`src/csync_defines.svh`:
```
`ifndef CSYNC_DEFINES_SVH
`define CSYNC_DEFINES_SVH

// Register byte offsets on the AXI4-Lite slave
`define CSYNC_CTRL_OFS 8'h00
`define CSYNC_HIGH_VELOCITY_THRESHOLD_OFS 8'h04
`define CSYNC_STAT_OFS 8'h08
`define CSYNC_GLOBAL_CONFIG_OFS 8'h0C

// Control register field positions
`define CSYNC_DIV_LSB 0
`define CSYNC_DIV_MSB 3
`define CSYNC_CHM_BIT 4
`define CSYNC_QUIET_BIT 5

// Global configuration field positions
`define CSYNC_ASCALE_BIT 0

// Reset values
`define CSYNC_CTRL_RST 32'h0000_0000
`define CSYNC_HIGH_VELOCITY_THRESHOLD_RST 32'h0000_0000
`define CSYNC_GLOBAL_CONFIG_RST 32'h0000_0000

// Clocks per divider step of the sync period
`define CSYNC_BASE_CYCLES 10'h040

`endif

```
`src/csync_pkg.sv`:
```
package csync_pkg;
  // Sync divider value, zero means off
  typedef logic [3:0] csync_div_t;
  // Velocity word compared against the threshold
  typedef logic [31:0] csync_vel_t;
  // Off-time stretch state of one coil
  typedef enum logic [2:0] {
    CSYNC_RUN  = 3'b001,
    CSYNC_WAIT = 3'b010,
    CSYNC_FREE = 3'b100
  } csync_coil_e;
endpackage : csync_pkg

```
`src/csync_chopper_sync.sv`:
```
`timescale 1ns/1ns
`include "csync_defines.svh"
// Function
// - Sync only with hysteresis or constant off-time chopper
// - Both coils wait for common sync pulse
// - Only lengthen off time, never cut cycles
// - Sync disabled above high-velocity threshold
// - One pulse every divider times 64 clocks
// - Four-bit divider, zero turns sync off
// - Analog scale bit selects external comparator reference
module csync_chopper_sync (
  // Clock and reset
  input wire logic ref_clk,
  input wire logic rst_n,
  // AXI4-Lite write address
  input wire logic [7:0] s_axi_awaddr,
  input wire logic s_axi_awvalid,
  output logic s_axi_awready,
  // AXI4-Lite write data
  input wire logic [31:0] s_axi_wdata,
  input wire logic [3:0] s_axi_wstrb,
  input wire logic s_axi_wvalid,
  output logic s_axi_wready,
  // AXI4-Lite write response
  output logic [1:0] s_axi_bresp,
  output logic s_axi_bvalid,
  input wire logic s_axi_bready,
  // AXI4-Lite read address
  input wire logic [7:0] s_axi_araddr,
  input wire logic s_axi_arvalid,
  output logic s_axi_arready,
  // AXI4-Lite read data
  output logic [31:0] s_axi_rdata,
  output logic [1:0] s_axi_rresp,
  output logic s_axi_rvalid,
  input wire logic s_axi_rready,
  // Motion state from the ramp logic
  input wire csync_pkg::csync_vel_t motorVelocity,
  // Chopper handshake per coil: offDone = natural off time ended
  input wire logic [1:0] offDone,
  output logic [1:0] offRelease,
  // Comparator reference select, high = external analog input
  output logic useAnalogRef
);
  import csync_pkg::*;

  logic [31:0] ctrl_r; // Divider, chopper mode, quiet mode flag
  logic [31:0] high_velocity_threshold_r; // high_velocity_threshold
  logic [31:0] global_config_r; // global_config
  logic [7:0] awAddr_r; // Latched write address
  logic awHave_r; // Write address held
  logic [31:0] wData_r; // Latched write data
  logic [3:0] wStrb_r; // Latched strobes
  logic wHave_r; // Write data held
  logic bValid_r; // Write response pending
  logic [1:0] bResp_r; // Write response code
  logic rValid_r; // Read data pending
  logic [31:0] rData_r; // Read data
  logic [1:0] rResp_r; // Read response code
  logic syncPulse; // Common sync clock
  logic syncOn; // Synchronization in force
  csync_coil_e coil_r [2]; // Per-coil state
  logic [1:0] waiting; // Coils stretching now

  // Merge strobed bytes into a register word
  function automatic logic [31:0] merge(input logic [31:0] old, input logic [31:0] d,
                                        input logic [3:0] s);
    for (int i = 0; i < 4; i++) begin
      merge[i*8 +: 8] = s[i] ? d[i*8 +: 8] : old[i*8 +: 8];
    end
  endfunction : merge

  // Known register offset test, used by both channels
  function automatic logic mapped(input logic [7:0] a);
    mapped = a == `CSYNC_CTRL_OFS || a == `CSYNC_HIGH_VELOCITY_THRESHOLD_OFS ||
             a == `CSYNC_STAT_OFS || a == `CSYNC_GLOBAL_CONFIG_OFS;
  endfunction : mapped

  // Address and data taken independently, one write outstanding
  assign s_axi_awready = !awHave_r && !bValid_r;
  assign s_axi_wready = !wHave_r && !bValid_r;
  assign s_axi_bvalid = bValid_r;
  assign s_axi_bresp = bResp_r;
  assign s_axi_arready = !rValid_r;
  assign s_axi_rvalid = rValid_r;
  assign s_axi_rdata = rData_r;
  assign s_axi_rresp = rResp_r;

  // Write address and data holding
  always_ff @(posedge ref_clk) begin
    if (!rst_n) begin
      awHave_r <= 1'b0;
      wHave_r <= 1'b0;
      awAddr_r <= 8'h00;
      wData_r <= 32'h0000_0000;
      wStrb_r <= 4'h0;
    end else if (awHave_r && wHave_r) begin
      awHave_r <= 1'b0; // Both consumed into a response
      wHave_r <= 1'b0;
    end else begin
      if (s_axi_awvalid && s_axi_awready) begin
        awHave_r <= 1'b1;
        awAddr_r <= s_axi_awaddr;
      end
      if (s_axi_wvalid && s_axi_wready) begin
        wHave_r <= 1'b1;
        wData_r <= s_axi_wdata;
        wStrb_r <= s_axi_wstrb;
      end
    end
  end

  // Register update and write response; unmapped answers SLVERR
  always_ff @(posedge ref_clk) begin
    if (!rst_n) begin
      ctrl_r <= `CSYNC_CTRL_RST;
      high_velocity_threshold_r <= `CSYNC_HIGH_VELOCITY_THRESHOLD_RST;
      global_config_r <= `CSYNC_GLOBAL_CONFIG_RST;
      bValid_r <= 1'b0;
      bResp_r <= 2'b00;
    end else if (awHave_r && wHave_r) begin
      bValid_r <= 1'b1;
      bResp_r <= mapped(awAddr_r) ? 2'b00 : 2'b10;
      unique case (awAddr_r)
        `CSYNC_CTRL_OFS: begin
          ctrl_r <= merge(ctrl_r, wData_r, wStrb_r) & 32'h0000_003F;
        end
        `CSYNC_HIGH_VELOCITY_THRESHOLD_OFS: begin
          high_velocity_threshold_r <= merge(high_velocity_threshold_r, wData_r, wStrb_r);
        end
        `CSYNC_GLOBAL_CONFIG_OFS: begin
          global_config_r <= merge(global_config_r, wData_r, wStrb_r) & 32'h0000_0001;
        end
        default: begin
          // Status is read-only, others ignored
        end
      endcase
    end else if (s_axi_bready) begin
      bValid_r <= 1'b0;
    end
  end

  // Read path, data registered one cycle after address
  always_ff @(posedge ref_clk) begin
    if (!rst_n) begin
      rValid_r <= 1'b0;
      rData_r <= 32'h0000_0000;
      rResp_r <= 2'b00;
    end else if (s_axi_arvalid && s_axi_arready) begin
      rValid_r <= 1'b1;
      rResp_r <= mapped(s_axi_araddr) ? 2'b00 : 2'b10;
      unique case (s_axi_araddr)
        `CSYNC_CTRL_OFS: rData_r <= ctrl_r;
        `CSYNC_HIGH_VELOCITY_THRESHOLD_OFS: rData_r <= high_velocity_threshold_r;
        `CSYNC_STAT_OFS: rData_r <= {29'h0000_0000, waiting, syncOn};
        `CSYNC_GLOBAL_CONFIG_OFS: rData_r <= global_config_r;
        default: rData_r <= 32'h0000_0000;
      endcase
    end else if (s_axi_rready) begin
      rValid_r <= 1'b0;
    end
  end

  // Shared sync clock
  csync_pulse_gen u_pulse (
    .ref_clk(ref_clk),
    .rst_n(rst_n),
    .syncDiv(ctrl_r[`CSYNC_DIV_MSB:`CSYNC_DIV_LSB]),
    .syncPulse(syncPulse)
  );

  // Off in quiet mode, at divider zero, and above threshold
  assign syncOn = !ctrl_r[`CSYNC_QUIET_BIT]
                  && ctrl_r[`CSYNC_DIV_MSB:`CSYNC_DIV_LSB] != 4'h0
                  && motorVelocity <= high_velocity_threshold_r;

  // Reference select is a plain decode of the config bit
  assign useAnalogRef = global_config_r[`CSYNC_ASCALE_BIT];

  // Per-coil stretch: on offDone either release now or hold for pulse.
  // Release only follows offDone, so a cycle is never cut short.
  for (genvar c = 0; c < 2; c++) begin : g_coil
    always_ff @(posedge ref_clk) begin
      if (!rst_n) begin
        coil_r[c] <= CSYNC_FREE;
      end else begin
        unique case (coil_r[c])
          CSYNC_FREE: begin
            if (syncOn) coil_r[c] <= CSYNC_RUN;
          end
          CSYNC_RUN: begin
            if (!syncOn) coil_r[c] <= CSYNC_FREE;
            else if (offDone[c] && !syncPulse) coil_r[c] <= CSYNC_WAIT;
          end
          CSYNC_WAIT: begin
            if (syncPulse || !syncOn) coil_r[c] <= syncOn ? CSYNC_RUN : CSYNC_FREE;
          end
          default: coil_r[c] <= CSYNC_FREE;
        endcase
      end
    end
    assign waiting[c] = coil_r[c] == CSYNC_WAIT;
    // Free: pass through; run: pass only on a pulse; wait: pulse or sync going off ends it
    assign offRelease[c] = rst_n && ((coil_r[c] == CSYNC_FREE && offDone[c]) ||
                                     (coil_r[c] == CSYNC_RUN && offDone[c] && syncPulse) ||
                                     (waiting[c] && (syncPulse || !syncOn)));

  end
endmodule : csync_chopper_sync

```
`src/csync_pulse_gen.sv`:
```
`timescale 1ns/1ns
`include "csync_defines.svh"
module csync_pulse_gen (
  // Clock and reset
  input wire logic ref_clk,
  input wire logic rst_n,
  // Divider and pulse
  input wire csync_pkg::csync_div_t syncDiv,
  output logic syncPulse
);
  import csync_pkg::*;

  // Period in clocks is divider times 64, so 14 bits suffice
  function automatic logic [13:0] periodOf(input csync_div_t d);
    periodOf = 14'({d, 6'h00});
  endfunction : periodOf

  logic [13:0] cnt_r; // Cycles since last pulse

  // Free-running counter, idle while divider is zero
  always_ff @(posedge ref_clk) begin
    if (!rst_n || syncDiv == 4'h0) begin
      cnt_r <= 14'h0000;
    end else if (cnt_r >= periodOf(syncDiv) - 14'h0001) begin
      cnt_r <= 14'h0000; // Reload on the pulse
    end else begin
      cnt_r <= cnt_r + 14'h0001;
    end
  end

  // Pulse once per divider*64 clocks; a shrunk divider wraps at once
  assign syncPulse = rst_n && syncDiv != 4'h0 &&
                     cnt_r >= periodOf(syncDiv) - 14'h0001;

  // Check helpers: a gap counter of its own, so the period check does not
  // lean on cnt_r; armed_r waits for one pulse after any divider change
  logic [13:0] gap_r; // Cycles since the previous pulse
  logic armed_r; // A pulse seen under the present divider
  csync_div_t divSeen_r; // Divider one cycle ago

  // Gap counter and divider tracking for the period assertion
  always_ff @(posedge ref_clk) begin
    if (!rst_n) begin
      gap_r <= 14'h0000;
      armed_r <= 1'b0;
      divSeen_r <= 4'h0;
    end else begin
      divSeen_r <= syncDiv;
      gap_r <= syncPulse ? 14'h0000 : gap_r + 14'h0001;
      if (syncDiv != divSeen_r) begin
        armed_r <= 1'b0; // Old spacing no longer applies
      end else if (syncPulse) begin
        armed_r <= 1'b1;
      end
    end
  end
endmodule : csync_pulse_gen

```
`config.mk`:
```
export PLATFORM = sky130hd
export DESIGN_NAME = csync_chopper_sync
export DESIGN_NICKNAME = d
export VERILOG_FILES = /design/src/csync_pkg.sv /design/src/csync_chopper_sync.sv /design/src/csync_pulse_gen.sv
export VERILOG_INCLUDE_DIRS = /design/src
export SDC_FILE = /design/constraint.sdc
export NUM_CORES = 1
export LEC_CHECK = 0
export BUFFER_PORTS_ARGS = -buffer_cell sky130_fd_sc_hd__buf_2
export CORE_ASPECT_RATIO = 2
export CORE_MARGIN = 4
export CORE_UTILIZATION = 49
export CTS_BUF_LIST = sky130_fd_sc_hd__clkbuf_16
export CTS_CLUSTER_DIAMETER = 40
export DETAILED_ROUTE_END_ITERATION = 8
export GPL_TIMING_DRIVEN = 0
export PLACE_DENSITY = 0.73
export SLEW_MARGIN = 30
export SYNTH_ARGS = -nofsm -noshare
export SYNTH_HDL_FRONTEND = slang
export SYNTH_SLANG_ARGS = --single-unit
```
`constraint.sdc`:
```
create_clock -name ref_clk -period 5.9 [get_ports ref_clk]
set_input_delay 0.59 -clock ref_clk [delete_from_list [all_inputs] [get_ports ref_clk]]
set_output_delay 0.59 -clock ref_clk [all_outputs]
set_load 0.02 [all_outputs]
```
==> results of run 1 <==
==> cells by family after synthesis <==
logic type,after synthesis,synth area share
AO/OA/AOI/OAI,136,0.131
flip-flops,141,0.437
adder cells (fa/ha/maj),43,0.0815
XOR/XNOR,15,0.0199
AND/OR/NAND/NOR,286,0.202
buffers and inverters,79,0.0565
multiplexers,47,0.0724
other,1,0.000568
==> power breakdown <==
| part | total [mW] | internal (mW) | switching, mW |
|---|---|---|---|
| clock | 1.07 | 0.630 | 0.441 |
| sequential | 1.00 | 0.984 | 0.0162 |
| combinational | 0.188 | 0.0739 | 0.114 |
| total | 2.26 | 1.69 | 0.571 |
==> cell usage after synthesis (all sizes together), types with 2 or more instances <==
master / number
dfxtp: 135
nand2: 113
nor2: 96
a21oi: 72
ha: 43
mux2i: 41
inv: 38
clkbuf: 35
a22oi: 32
nand3: 15
nand4: 10
nor3: 10
xnor2: 8
and3: 7
o21ai: 7
xor2: 7
edfxtp: 6
mux2: 6
nand2b: 6
nor4: 6
a221o: 5
and2: 5
buf: 4
nor2b: 4
a21o: 3
nor3b: 3
o21bai: 3
nand3b: 2
o211ai: 2
o221ai: 2
o31ai: 2
o32ai: 2
or4: 2
==> worst reg2reg max path, delay by kind of cell (launching register included) <==
kind	cells	cell delay [ps]
AND/OR/NAND/NOR	3	590
buffers and inverters	1	100
adder cells (fa/ha/maj)	2	610
flip-flops	1	390
AO/OA/AOI/OAI	4	1120
==> layout make-up <==
| type | count | area share |
|---|---|---|
| tap | 152 | 0.0236 |
| clock buffer | 17 | 0.0529 |
| multi-input combinational | 529 | 0.416 |
| inverter | 39 | 0.0199 |
| clock inverter | 15 | 0.0201 |
| buffer | 40 | 0.0264 |
| sequential | 141 | 0.358 |
| timing repair buffer | 133 | 0.0827 |
==> stage by stage <==
stage,cell area (um2),util
3_5_place_dp,7460,0.568
2_1_floorplan,6610,-
6_report,8050,0.613
5_1_grt,8050,0.613
4_1_cts,8050,0.613
3_3_place_gp,7460,0.568
==> worst paths after layout <==
path                             from                    endpoint  slack [ps]  depth (start not counted)
max reg2reg    ctrl_r[0]$_SDFFE_PN0P_  coil_r[0][1]$_SDFFCE_PP0P_        2840                         10
min                   s_axi_wdata[18]    wData_r[18]$_SDFFE_PN0P_         400                          3
min reg2reg  wData_r[11]$_SDFFE_PN0P_    wData_r[11]$_SDFFE_PN0P_         450                          2
max            ctrl_r[0]$_SDFFE_PN0P_               offRelease[1]        2200                         12
==> sequential cells by signal, indices dropped and copies added (netlist names) <==
register and cells:
s_axi_rdata 32, s_axi_bvalid 1, awHave_r 1, s_axi_rresp 1, coil_r 6, wHave_r 1
global_config_r 1, awAddr_r 8, u_pulse.cnt_r 14, s_axi_rvalid 1, wStrb_r 4, high_velocity_threshold_r 32
ctrl_r 6, wData_r 32, s_axi_bresp 1
==> routing by layer <==
layer,global-route usage,part of all wire,up-vias
li1,-,-,2873
met5,0,0,-
met2,0.458,0.55,183
met1,0.219,0.35,2746
met3,0.0592,0.052,62
met4,0.132,0.046,0
==> metrics.txt, run 1 <==
share of the clock period used by the worst path 0.627; CP max stage cell sky130_fd_sc_hd__dfxtp_1; critical path startpoint category flop; number of endpoints failing setup at the final stage 0; post-synthesis cell area between 6000 and 7000 um2; number of hold violations in the final report 0; biggest area contributors in the synthesized netlist sky130_fd_sc_hd__dfxtp_1 41%, sky130_fd_sc_hd__ha_1 8.1%, sky130_fd_sc_hd__mux2i_1 6.2%; category of the worst setup path capture point output pin; Register Area just under 3000 um2; setup repair after global routing missed its margin no; CTS hold repair buffers 0; maximum number of pins on one net before global-route repair 17; initial core utilization 0.502; Port Buffers 133; leading cell types in the layout, fill and taps excluded 135 x sky130_fd_sc_hd__dfxtp_1, 134 x sky130_fd_sc_hd__buf_2, 109 x sky130_fd_sc_hd__nand2_1; total chip power 2.26 mW; total placed cells including tap cells 1034; Seq/Total Area, Yosys 0.437; IO Pins roughly 140; number of sinks driven by the clock tree 141; Post-CTS Setup Bufs 0; headroom to the max-slew limit 0.567; clock buffer depth 2; Die Height 172 um; family of cells with the greatest summed delay on the critical path compound AO/OA/AOI/OAI gates; total CTS buffers 17; antenna violations before repair 0; post-synthesis cell type count 64; placer congestion estimate 0.863; CP dominant cell by count sky130_fd_sc_hd__ha_1; cells after synthesis 748; data arrival time at the worst-slack endpoint ~3100 ps; most frequent standard cell in the layout excluding fill and tap cells sky130_fd_sc_hd__dfxtp_1; post-synth top area cell sky130_fd_sc_hd__dfxtp_1; detail-routed via count per cell 5.50; core area between 10000 and 15000 um2; Buf/Inv on CP 3; worst endpoint required time around 5300 ps; proportion of layout cells with a drive suffix above 1 0.218; Slew Viols, Final 0; Tightest Pin Transition 650 ps; footprint of the multi-input gates 3350 um2; DRC violation total after the first TritonRoute iteration 229; TritonCTS clock tree done; clock slew at the register clock pins of the worst setup and hold paths 70 ps; synthesized flop and latch total 141; total of max-cap violations 0; row count 59; number of enable flip-flop cells after synthesis 6; shortest period the worst path allows 3700 ps; worst min-delay path category in -> reg; half-perimeter wire length of the detailed placement result 14.0 mm; delay of the slowest cell on the worst path 390 ps; number of iterations in the first detailed-routing pass 8; average wire per standard cell 16.9 um; critical-path cell list inv_1, ha_1, nand2_1, ha_1, and4_1, a21oi_1, o221ai_1, a22o_2, clkbuf_8, a311oi_1, nor3_1, buf_2; number of global-route vias before repair 5957; non-filler instance count after layout 1066; flip-flop cell with the highest count after synthesis sky130_fd_sc_hd__dfxtp_1; top-area cell type share of the netlist area 0.409; setup slack of the critical path after layout 2200 ps; Max VDD drop around 0.24 mV; Final ANT Viol Nets 0; first-pass GRT wire length 28.8 mm; Max Clock Freq roughly 270 MHz; total grt overflow 0; Final Hold Slack approximately 400 ps; Area growth syn-to-layout 21.9%; number of inserted filler cells in the final layout approximately 1200; post-layout net count about 1000; CTS root buf sky130_fd_sc_hd__clkbuf_16; cts repair resizes 0; Antenna Diode Count 0; type of the worst setup path reg -> out; power density normalized to cell area around 280 nW/um2; drt drc 0; total of warnings raised by yosys 0; worst-case clock skew 8.75 ps; Die Outline Area about 16000 um2; status completed; sum of negative setup slack 0 ps; clock insertion delay at the later pin of the skew report roughly 420 ps; x dimension of the die 90.1 um; reported leakage power between 3 and 4 nW; Mean Syn Cell Area approximately 9 um2; number of H-tree levels 4; proportion of register bits with asynchronous set or reset after synthesis 0; maximum fanout along the worst path 10; worst setup slack before clock tree synthesis 2320 ps; final WL 18.0 mm; Global Route Usage Sum 0.235; via count of the routed design 5864
Power figures use the tool's default switching activity.
==> run 2: changes to the inputs <==
--- a/config.mk
+++ b/config.mk
@@ -6,6 +6,7 @@
 export SDC_FILE = /design/constraint.sdc
 export NUM_CORES = 1
 export LEC_CHECK = 0
+export ABC_AREA = 1
 export BUFFER_PORTS_ARGS = -buffer_cell sky130_fd_sc_hd__buf_2
 export CORE_ASPECT_RATIO = 2
 export CORE_MARGIN = 4
@@ -14,7 +15,7 @@
 export CTS_CLUSTER_DIAMETER = 40
 export DETAILED_ROUTE_END_ITERATION = 8
 export GPL_TIMING_DRIVEN = 0
-export PLACE_DENSITY = 0.73
+export PLACE_DENSITY = 0.76
 export SLEW_MARGIN = 30
 export SYNTH_ARGS = -nofsm -noshare
 export SYNTH_HDL_FRONTEND = slang
==> constraint.sdc (replaced) <==
create_clock -name ref_clk -period 3.3 [get_ports ref_clk]
set_input_delay 0.33 -clock ref_clk [delete_from_list [all_inputs] [get_ports ref_clk]]
set_output_delay 0.33 -clock ref_clk [all_outputs]
set_load 0.02 [all_outputs]
==> run 2 against run 1 <==
Against the previous run:
- clock skew decreased by 1.2 ps
- global-route usage up 0.87 points
- cell count increased by 9.1%
- flip-flop and latch count unchanged
- sequential share of layout area is 0.46 points higher
- via count increased by 4.8%
- setup slack got worse by 1800 ps
- clock power rose by 86%
- final area fell by 1.3%
- sequential power rose by 82%
- largest cell class unchanged
- largest power group unchanged
==> metrics.txt, run 2 <==
data arrival time at the worst-slack endpoint 2580 ps; critical path startpoint category flop; initial core utilization 0.499; share of the synthesized netlist area taken by xor and xnor gates 0.0122; IO Pins between 100 and 150; Die Height 171 um; cell-internal power about 3.1 mW; final WL 17.8 mm; Hold Path Stages 2; sequential fraction of design power 0.436; proportion of power drawn by the clock network 0.478; maximum number of pins on one net before global-route repair 17; detail-routed via count per cell between 5 and 6; category of the worst setup path capture point output pin; number of H-tree levels 4; total grt overflow 0; post-synth top area cell sky130_fd_sc_hd__dfxtp_1; post-synthesis cell area 6480 um2; maximum fanout along the worst path 5; total of max-cap violations 0; status completed; Area growth syn-to-layout 22.7%; Slew Viols, Final 0; multiplexer share of the synthesized area 0; post-layout net count 1134; Max VDD drop 0.431 mV; FF-to-FF path depth 15; Tightest Pin Transition 645 ps; Port Buffers 133; Antenna Diode Count 0; number of enable flip-flop cells after synthesis 6; post-synthesis cell type count 40; Post-CTS Setup Bufs 0; Sw Share 0.254; proportion of register bits with asynchronous set or reset after synthesis 0; worst endpoint required time 2970 ps; CTS hold repair buffers 0; CTS root buf sky130_fd_sc_hd__clkbuf_16; synthesized flop and latch total 141; dominant combinational cell family by area after synthesis simple AND/OR/NAND/NOR gates; clock insertion delay at the later pin of the skew report 420 ps; Synth Area in Compound Gates 0.155; cells after synthesis approximately 850; delay of the slowest cell on the worst path 330 ps; headroom to the max-slew limit 0.570; cts repair resizes 0; number of global-route vias before repair 6113; number of sinks driven by the clock tree 141; leading cell types in the layout, fill and taps excluded 166 x sky130_fd_sc_hd__nor2_1, 141 x sky130_fd_sc_hd__buf_2, 135 x sky130_fd_sc_hd__dfxtp_1; Commonest cells post-synth 166 x sky130_fd_sc_hd__nor2_1, 135 x sky130_fd_sc_hd__dfxtp_1, 110 x sky130_fd_sc_hd__nand2_1, 78 x sky130_fd_sc_hd__inv_1, 73 x sky130_fd_sc_hd__o21ai_0; drt drc 0; core area 13000 um2; critical-path cell list inv_1, ha_1, nand2_1, ha_1, nand2_1, nor2_1, nand3_1, nand3_1, nand2_2, nand3_2, nand2_2, o211ai_1, buf_2; flip-flop cell with the highest count after synthesis sky130_fd_sc_hd__dfxtp_1; row count 59; most frequent standard cell in the layout excluding fill and tap cells sky130_fd_sc_hd__nor2_1; worst-case clock skew between 7 and 8 ps; x dimension of the die 89.3 um; type of the worst setup path reg -> out; TritonCTS clock tree done; Die Outline Area 15200 um2; top-area cell type share of the netlist area 0.417; share of power burned in combinational logic 0.086; Final ANT Viol Nets 0; synthesized-area fraction occupied by adder cells 0.0830; synthesized-area fraction occupied by and/or/nand/nor cells 0.233; total of warnings raised by yosys 0; sum of negative setup slack 0 ps; Global Route Usage Sum 0.243; power density normalized to cell area about 520 nW/um2; number of hold violations in the final report 0; non-filler instance count after layout between 1000 and 1500; share of the clock period used by the worst path 0.883; reported leakage power 3.46 nW; placer congestion estimate roughly 0.93; total placed cells including tap cells roughly 1100; Max Clock Freq between 300 and 400 MHz; most frequent cell after synthesis sky130_fd_sc_hd__nor2_1; Mean Syn Cell Area 7.67 um2; number of endpoints failing setup at the final stage 0; clock slew at the register clock pins of the worst setup and hold paths 60 ps; via count of the routed design around 6100; worst min-delay path category in -> reg; antenna violations before repair 1; average wire per standard cell 15.3 um; shortest period the worst path allows 2910 ps; total chip power ~4.2 mW; Final Hold Slack 101 ps; number of iterations in the first detailed-routing pass 5; CP max stage cell sky130_fd_sc_hd__ha_1; net switching power 1.06 mW; DRC violation total after the first TritonRoute iteration 340; setup repair after global routing missed its margin no; half-perimeter wire length of the detailed placement result 14.0 mm; first-pass GRT wire length around 28 mm; clock buffer depth 2; proportion of layout cells with a drive suffix above 1 0.192; total CTS buffers 17; Seq/Total Area, Yosys 0.445; biggest area contributors in the synthesized netlist sky130_fd_sc_hd__dfxtp_1 42%, sky130_fd_sc_hd__nor2_1 9.6%, sky130_fd_sc_hd__ha_1 8.3%
==> run 2: cell families (layout without fill, tap and decap cells) <==
family	count (synthesis)	count (layout)
compound gates	180	180
xor+xnor	9	9
fa+ha+maj	43	43
buf+inv	119	284
flops	141	141
other cells	1	2
simple gates	352	352
==> run 2: stage by stage <==
step / instance area [um2] / util / setup WS (ps)
after detailed placement: 7340 / 0.565 / 775
after floorplan: 6480 / - / 1140
final: 7950 / 0.612 / 387
after global placement: 7340 / 0.565 / 789
after CTS: 7950 / 0.612 / 375
after global routing: 7950 / 0.612 / 164
==> run 2: area by class of cell <==
| type | count | area (um2) |
|---|---|---|
| Fill cell | 1209 | 5040 |
| Multi-Input combinational cell | 586 | 3140 |
| Sequential cell | 141 | 2880 |
| Timing Repair Buffer | 133 | 666 |
| Clock buffer | 17 | 425 |
| Inverter | 84 | 315 |
| Tap cell | 152 | 190 |
| Clock inverter | 15 | 184 |
| Buffer | 35 | 149 |
==> run 2: critical path: cells and delay by family, from the launching register on <==
| kind | cells | cell delay, ps |
|---|---|---|
| AO/OA/AOI/OAI | 1 | 110 |
| adder cells (fa/ha/maj) | 2 | 530 |
| buffers and inverters | 2 | 340 |
| flip-flops | 1 | 310 |
| AND/OR/NAND/NOR | 8 | 850 |
==> run 2: path summary, 6_finish.rpt <==
kind / start / end / slack [ps]
max reg2reg: high_velocity_threshold_r[13]$_SDFFE_PN0P_ / coil_r[1][0]$_SDFFCE_PP0P_ / 860
min: s_axi_bready / s_axi_bvalid$_SDFFE_PN0P_ / 100
max: ctrl_r[0]$_SDFFE_PN0P_ / offRelease[1] / 390
min reg2reg: u_pulse.cnt_r[0]$_SDFF_PP0_ / u_pulse.cnt_r[0]$_SDFF_PP0_ / 450
==> run 2: per-layer routing <==
| layer | up-vias | part of all wire | track usage |
|---|---|---|---|
| met5 | - | 0.00067 | 0 |
| met4 | 2 | 0.050 | 0.134 |
| met3 | 63 | 0.049 | 0.0636 |
| met2 | 167 | 0.56 | 0.456 |
| met1 | 2800 | 0.34 | 0.228 |
| li1 | 3111 | - | - |
==> run 2: power groups by stage <==
| stage | combinational (mW) | sequential [mW] | clock, mW |
|---|---|---|---|
| detailed placement | 0.360 | 1.85 | 0 |
| CTS | 0.362 | 1.82 | 2.00 |
| floorplan | 0.220 | 1.85 | 0 |
| global placement | 0.353 | 1.85 | 0 |
| finish | 0.361 | 1.82 | 1.99 |
| global route | 0.411 | 1.82 | 2.08 |
